`config.mk`:
```
export PLATFORM = sky130hd
export DESIGN_NAME = umn_unit
export DESIGN_NICKNAME = d
export VERILOG_FILES = /design/src/umn_pkg.sv /design/src/umn_cycle_timer.sv /design/src/umn_unit.sv
export SDC_FILE = /design/constraint.sdc
export NUM_CORES = 1
export LEC_CHECK = 0
export BUFFER_PORTS_ARGS = -buffer_cell sky130_fd_sc_hd__buf_2
export CAP_MARGIN = 40
export CORE_ASPECT_RATIO = 0.7
export CORE_MARGIN = 5
export CORE_UTILIZATION = 39
export DETAILED_ROUTE_END_ITERATION = 7
export GPL_ROUTABILITY_DRIVEN = 1
export PLACE_DENSITY = 0.52
export SETUP_SLACK_MARGIN = 0.1
export SLEW_MARGIN = 20
export SYNTH_ARGS = -nofsm -noshare
export SYNTH_HDL_FRONTEND = slang
export SYNTH_HIERARCHICAL = 1
export SYNTH_SLANG_ARGS = --single-unit
export TNS_END_PERCENT = 100
```
`constraint.sdc`:
```
create_clock -name clk -period 4.2 [get_ports clk]
set_input_delay 0 -clock clk [delete_from_list [all_inputs] [get_ports clk]]
set_output_delay 0 -clock clk [all_outputs]
set_load 0.03 [all_outputs]
```
`src/umn_pkg.sv`:
```
// umn_pkg: constants, opcodes and carrier types for the multiply/negate unit
// assumes a decoder upstream that supplies opcode, reg field and operand
package umn_pkg;

    // ==========================================================
    // opcodes and reg-field selectors
    localparam logic [7:0] OPC_BYTE   = 8'hF6;
    localparam logic [7:0] OPC_WORD   = 8'hF7;
    localparam logic [2:0] REG_MUL    = 3'h4;
    localparam logic [2:0] REG_NEG    = 3'h3;

    // ==========================================================
    // cycle counts for negation (total clocks including the start cycle)
    localparam int NEG_REG_CLKS       = 3;
    localparam int NEG_MEM_CLKS       = 10;
    localparam int NEG_MEM_WORD8_CLKS = 14;
    // multiply counts: low bound of the documented ranges
    localparam int MUL_B_REG_CLKS     = 26;
    localparam int MUL_B_MEM_CLKS     = 32;
    localparam int MUL_W_REG_CLKS     = 35;
    localparam int MUL_W_MEM16_CLKS   = 41;
    localparam int MUL_W_MEM8_CLKS    = 45;
    localparam int CNT_W              = 6;

    // ==========================================================
    // flag word bit positions
    localparam int FLG_CF = 0;
    localparam int FLG_PF = 2;
    localparam int FLG_AF = 4;
    localparam int FLG_ZF = 6;
    localparam int FLG_SF = 7;
    localparam int FLG_OF = 11;

    typedef struct packed {
        logic [7:0]  opcode;
        logic [2:0]  reg_field;
        logic        mem_operand;
        logic [15:0] operand;
        logic [15:0] accumulator_word;
        logic [15:0] flags_in;
    } umn_req_t;

    typedef struct packed {
        logic [15:0] result_word;
        logic [15:0] data_extension_word;
        logic        write_accumulator;
        logic        write_extension;
        logic        write_operand;
        logic        byte_size;
        logic [15:0] flags_out;
    } umn_rsp_t;

endpackage

```
`src/umn_cycle_timer.sv`:
```
// umn_cycle_timer: loadable down-counter that marks the last busy cycle
// assumes load only while idle; single clock domain
`timescale 1ns/10ps
module umn_cycle_timer
    import umn_pkg::*;
(
    input  wire logic             clk,
    input  wire logic             resetn,
    input  wire logic             load,
    input  wire logic [CNT_W-1:0] load_value,
    output logic                  running,
    output logic                  last
);
    logic [CNT_W-1:0] count;
    logic [CNT_W-1:0] next_count;

    // ==========================================================
    // next count
    always_comb begin
        next_count = count;
        if (load) begin
            next_count = load_value;
        end else if (count != '0) begin
            next_count = count - CNT_W'(1);
        end
    end

    always_ff @(posedge clk or negedge resetn) begin
        if (!resetn) begin
            count <= '0;
        end else begin
            count <= next_count;
        end
    end

    assign running = (count != '0);
    assign last    = (count == CNT_W'(1));
endmodule

```
`src/umn_unit.sv`:
```
// umn_unit: unsigned multiply and two's complement negate datapath
// assumes start is a one-cycle pulse from the decoder, held off while busy
//
// Overview of operation
// - Multiply treats both factors as unsigned.
// - Byte multiply uses accumulator low byte.
// - Word multiply uses accumulator word, product split.
// - Full double-width product always stored.
// - Carry and overflow set if upper half nonzero.
// - Upper destination half zero when product fits.
// - Negate replaces operand with zero minus operand.
// - Negate carry set iff operand nonzero.
// - Byte negate: 3 clocks register, 10 memory.
// - Word negate: 3 register, 10 or 14 memory.
`timescale 1ns/10ps
module umn_unit
    import umn_pkg::*;
#(
    parameter bit NARROW_BUS = 1'b0   // 1: 8-bit external bus variant
)
(
    input  wire logic     clk,
    input  wire logic     resetn,
    input  wire logic     start,
    input  wire umn_req_t req,
    output logic          busy,
    output logic          done,
    output logic          illegal,
    output umn_rsp_t      rsp
);
    // ==========================================================
    // elaboration check: the timer must hold the longest load value
    localparam int LONGEST_CLKS = (NEG_MEM_WORD8_CLKS > MUL_W_MEM8_CLKS) ?
                                  NEG_MEM_WORD8_CLKS : MUL_W_MEM8_CLKS;
    if (LONGEST_CLKS >= (1 << CNT_W)) begin : g_cnt_check
        $error("cycle counter too narrow");
    end

    typedef enum logic [1:0] {ST_IDLE, ST_RUN} umn_state_t;

    // ==========================================================
    // decode helpers
    function automatic logic is_op(input umn_req_t r, input logic [2:0] sel);
        return ((r.opcode == OPC_BYTE) || (r.opcode == OPC_WORD)) && (r.reg_field == sel);
    endfunction

    function automatic logic parity_even(input logic [7:0] v);
        return ~(^v);
    endfunction

    function automatic logic [CNT_W-1:0] clocks_for(input umn_req_t r, input logic narrow);
        logic wordop;
        wordop = (r.opcode == OPC_WORD);
        if (is_op(r, REG_NEG)) begin
            if (!r.mem_operand) begin
                return CNT_W'(NEG_REG_CLKS - 1);
            end else if (wordop && narrow) begin
                return CNT_W'(NEG_MEM_WORD8_CLKS - 1);
            end else begin
                return CNT_W'(NEG_MEM_CLKS - 1);
            end
        end else if (!wordop) begin
            return r.mem_operand ? CNT_W'(MUL_B_MEM_CLKS - 1) : CNT_W'(MUL_B_REG_CLKS - 1);
        end else if (!r.mem_operand) begin
            return CNT_W'(MUL_W_REG_CLKS - 1);
        end else begin
            return narrow ? CNT_W'(MUL_W_MEM8_CLKS - 1) : CNT_W'(MUL_W_MEM16_CLKS - 1);
        end
    endfunction

    // ==========================================================
    // state and held result
    umn_state_t state;
    umn_state_t next_state;
    umn_rsp_t   next_rsp;
    logic       next_illegal;
    logic       timer_load;
    logic       timer_last;
    logic       accept;

    assign accept     = start && (state == ST_IDLE);
    assign timer_load = accept && (is_op(req, REG_MUL) || is_op(req, REG_NEG));

    // timer paces busy and done only; the answer itself is ready at once
    // the load value is total clocks minus one, since the start cycle
    // already counts as the first clock of the operation
    umn_cycle_timer u_timer (
        .clk        (clk),
        .resetn     (resetn),
        .load       (timer_load),
        .load_value (clocks_for(req, NARROW_BUS)),
        .running    (),
        .last       (timer_last)
    );

    // ==========================================================
    // result computation, captured at the start cycle
    // operands are only valid in the start cycle, so the whole answer is
    // formed then and held in rsp until the next accepted start
    // multiply is a single-cycle array here; the clock counts are kept
    // so software timing loops still see the expected issue rate
    logic [31:0] product;
    logic [15:0] neg_res;
    logic [15:0] neg_half;
    logic        byte_op;
    logic        upper_nz;
    logic        neg_nz;
    logic [15:0] fl;
    logic        neg_zf;
    logic        neg_sf;
    logic        neg_pf;
    logic        neg_af;
    logic        neg_of;

    // ==========================================================
    // negate flags, as for a subtraction from zero
    // kept apart from the result mux so the width choice is made once
    always_comb begin
        neg_zf = ~neg_nz;
        neg_sf = byte_op ? neg_res[7] : neg_res[15];
        neg_pf = parity_even(neg_res[7:0]);
        // borrow out of bit 3 whenever the low nibble is nonzero
        neg_af = (req.operand[3:0] != 4'h0) && neg_half[4];
        neg_of = byte_op ? (req.operand[7:0] == 8'h80)
                         : (req.operand == 16'h8000);
    end

    // ==========================================================
    // result mux and multiply flags
    always_comb begin
        byte_op  = (req.opcode == OPC_BYTE);
        fl       = req.flags_in;
        next_rsp = rsp;
        next_illegal = 1'b0;
        // unsigned zero-extended factors, no sign extension
        if (byte_op) begin
            product = {16'h0000, 8'h00, req.operand[7:0]} * {24'h000000,
                      req.accumulator_word[7:0]};
            upper_nz = (product[15:8] != 8'h00);
            neg_res  = {8'h00, 8'h00 - req.operand[7:0]};
            neg_nz   = (req.operand[7:0] != 8'h00);
        end else begin
            product  = {16'h0000, req.operand} * {16'h0000, req.accumulator_word};
            upper_nz = (product[31:16] != 16'h0000);
            neg_res  = 16'h0000 - req.operand;
            neg_nz   = (req.operand != 16'h0000);
        end
        neg_half = 16'h0000 - {12'h000, req.operand[3:0]};
        if (accept) begin
            next_rsp.byte_size  = byte_op;
            next_rsp.write_accumulator = 1'b0;
            next_rsp.write_extension   = 1'b0;
            next_rsp.write_operand     = 1'b0;
            if (is_op(req, REG_MUL)) begin
                // full product kept: upper half is nonzero exactly when CF and OF are set
                next_rsp.result_word = byte_op ? product[15:0] : product[15:0];
                next_rsp.data_extension_word = byte_op ? 16'h0000 : product[31:16];
                next_rsp.write_accumulator = 1'b1;
                next_rsp.write_extension   = ~byte_op;
                fl[FLG_CF] = upper_nz;
                fl[FLG_OF] = upper_nz;
            end else if (is_op(req, REG_NEG)) begin
                next_rsp.result_word = neg_res;
                next_rsp.data_extension_word = 16'h0000;
                next_rsp.write_operand = 1'b1;
                fl[FLG_CF] = neg_nz;
                // as subtraction from zero
                fl[FLG_ZF] = neg_zf;
                fl[FLG_SF] = neg_sf;
                fl[FLG_PF] = neg_pf;
                fl[FLG_AF] = neg_af;
                fl[FLG_OF] = neg_of;
            end else begin
                next_illegal = 1'b1;   // not ours: flag it, write nothing
            end
            next_rsp.flags_out = fl;   // direction, interrupt, trap pass through
        end
    end

    // ==========================================================
    // sequencing
    // busy covers cycles 1 to N-1 and done marks cycle N-1, so a new start
    // is legal in cycle N and back-to-back issue has no gap
    // limitation: a start that arrives while busy is dropped without any
    // signal, so the decoder must hold off on busy itself
    // an unsupported request never leaves idle; it pulses illegal and clears the write strobes in rsp
    always_comb begin
        next_state = state;
        case (state)
            ST_IDLE: begin
                if (timer_load) begin
                    next_state = ST_RUN;
                end
            end
            ST_RUN: begin
                if (timer_last) begin
                    next_state = ST_IDLE;
                end
            end
            default: next_state = ST_IDLE;
        endcase
    end

    // reset clears the held response so no stale write strobe survives
    always_ff @(posedge clk or negedge resetn) begin
        if (!resetn) begin
            state   <= ST_IDLE;
            rsp     <= '0;
            illegal <= 1'b0;
        end else begin
            state   <= next_state;
            rsp     <= next_rsp;
            illegal <= next_illegal;
        end
    end

    assign busy = (state == ST_RUN);
    assign done = (state == ST_RUN) && timer_last;
endmodule

```
==> summary.txt <==
Status
  • Status: complete, but fails checks
  • Violated checks: setup timing

CTS
  • Clk root buf: clkbuf_16
  • Clock Tree Buf Depth: 2
  • Max H-tree Level: 3
  • CTS buffer count: 9
  • Clock Sinks: 60
  • CTS tree: done
  • Worst-skew pair later-pin latency: 0.34 ns
  • Clock-pin transition on the worst setup and hold timing paths: about 0.060 ns

Global route
  • Initial antenna violation count: 0
  • Met2 usage: between 30 and 40%
  • GR Util met1: 30.69%
  • Largest net degree at the start of global routing: 52
  • First-pass GRT wire length: a little under 70000 um
  • Grt ovf: 0
  • Number of global-route vias before repair: about 13000
  • Met3 Resource Use GR: about 2.4%
  • Most Crowded Layer GR: met2
  • Gr usage total: 21.43%

Place
  • GPL Wtd Cong: around 0.86
  • Pre-CTS WS: -1.937 ns
  • Placed cell areas: 17100 um2
  • Buffers on Ports: about 120
  • Hpwl dp: between 30000 and 40000 um

Detailed routing
  • Via count: between 10000 and 15000
  • Iteration count of the initial detailed-routing pass: 5
  • Initial DRC Count: just under 600
  • Vias/cell: 4.925
  • DRT Wirelength: 41720 um
  • Drt wl/cell: around 17 um
  • DRC: 0
  • Post-DRT Antenna Nets: 0

Die
  • Initial Util: 39.58%
  • Core area: 34800 um2
  • # rows: 57
  • Die Height: about 170 um
  • Ports: 118
  • Die Area: roughly 39000 um2
  • Die width: between 200 and 250 um

STA
  • Clk_skew: a little over 0.006 ns
  • Tcrit/Tclk final: 129.0%
  • Setup WS post-layout: -1.217 ns
  • F_max: approximately 180 MHz
  • Final Hold Viols: 0
  • Slew HR: 49.20%
  • RSZ-0062 raised after global routing: true
  • # setup viols final: 26
  • Post-layout min period: 5.417 ns
  • Worst-Margin Slew: roughly 0.76 ns
  • Slew Limit Fails: 0

Final layout
  • Final core occ: between 50 and 60%
  • Register Area: 1501 um2
  • ANT cells: 0
  • Layout filler cell count: 3292
  • P&R area growth vs syn: 37.88%
  • Nets: 2415
  • Area of the multi-input gates: 11960 um2
  • Layout cell share with drive strength beyond 1: 33.03%
  • Final non-filler cell area: 18990 um2

Critical path
  • Startpoint class of the critical path: primary input
  • Max stage delay cell, worst path: fa_1
  • Largest fanout on the critical path: 5
  • Crit path required time: approximately 4.4 ns
  • Critical Path Max Stage Delay: between 0.5 and 0.6 ns
  • CP endpoint kind: flip-flop
  • Worst Path Arrival: between 5 and 6 ns
  • WS Path Type: primary input to flip-flop

Synth
  • Post-Syn Area per Cell: 8.588 um2
  • Post-Synthesis Cells: ~1600
  • Netlist Area Pre-Place: 13780 um2
  • Synth warn: 6
  • Syn nets: between 2000 and 2500

Hold path
  • Hold/Removal Path Class: primary input to async pin

Run
  • Max Cap Viol: 0
-- metal layers --
| metal | part of all wire [%] | wire length [um] | up-vias |
|---|---|---|---|
| li1 | - | - | 5783 |
| met1 | 47 | 19470 | 6056 |
| met2 | 48 | 20120 | 211 |
| met3 | 3.8 | 1597 | 40 |
| met4 | 1.3 | 533 | 0 |
| met5 | 0 | 0 | - |
-- repair_timing --
action	CTS	global route
buffers inserted	22	24
pin swaps	64	60
hold buffers	15	0
endpoints found under the setup margin	27	27
hold endpoints to repair	23	0
cloned	2	0
resized for setup	167	96
-- stage by stage --
step | std cells | TNS, ns | hold slack (ns)
2_1_floorplan | 1604 | -15.29 | -0.2956
6_report | 2455 | -16.73 | 0.04517
3_5_place_dp | 2383 | -32.84 | -0.1283
5_1_grt | 2455 | -20.97 | 0.08663
4_1_cts | 2437 | -17.13 | 0.03965
3_3_place_gp | 2382 | -31.31 | -0.1277
-- cell type report --
| cell class | instances | area share, % |
|---|---|---|
| clock buffers | 10 | 1.258 |
| well taps | 472 | 3.109 |
| inverters | 300 | 5.928 |
| clock inverters | 6 | 0.4940 |
| flip-flops and latches | 60 | 7.905 |
| repair buffers | 433 | 18.35 |
| multi-input cells | 1174 | 62.96 |
-- final timing paths --
kind	cells past startpoint	from	end	slack (ns)
min	2	resetn	u_timer/count[2]	0.05
max	25	req[21]	rsp[11]	-1.22
max reg2reg	4	state[0]	u_timer/count[2]	2.29
min in group clk	4	req[48]	u_timer/count[1]	0.06
min reg2reg	2	rsp[9]	rsp[9]	0.47
max in group asynchronous	3	resetn	rsp[1]	3.22
-- critical path: cells and delay by family --
| family | cells | cell delay, ns |
|---|---|---|
| adders and majority gates | 7 | 3.25 |
| AOI/OAI and AO/OA | 5 | 0.98 |
| buffers and inverters | 8 | 0.61 |
| and+or+nand+nor | 4 | 0.56 |
| xor gates and xnor gates | 1 | 0.22 |
-- layout by cell type (no fill, tap or decap), drive strengths merged, types with 7 or more instances in the layout --
cell type    count
buf            414
inv            303
nand2          263
fa             230
ha             144
and2           121
o21ai           79
dfrtp           60
a21oi           55
nor2            45
xnor2           35
xor2            22
dlygate4sd3     15
nor3            13
nand3           13
clkbuf          13
nand4           11
a21o            10
or3              9
a31oi            9
a211oi           8
o211ai           7
a22o             7
-- flip-flops by register name, summed over array words and instances, names as in the netlist --
signal         flops
illegal            1
rsp               52
state              1
u_timer/count      6
Power is left out: the tool's default activity adds up to more than one toggle a clock period on the data nets, which glitch-free logic cannot reach.
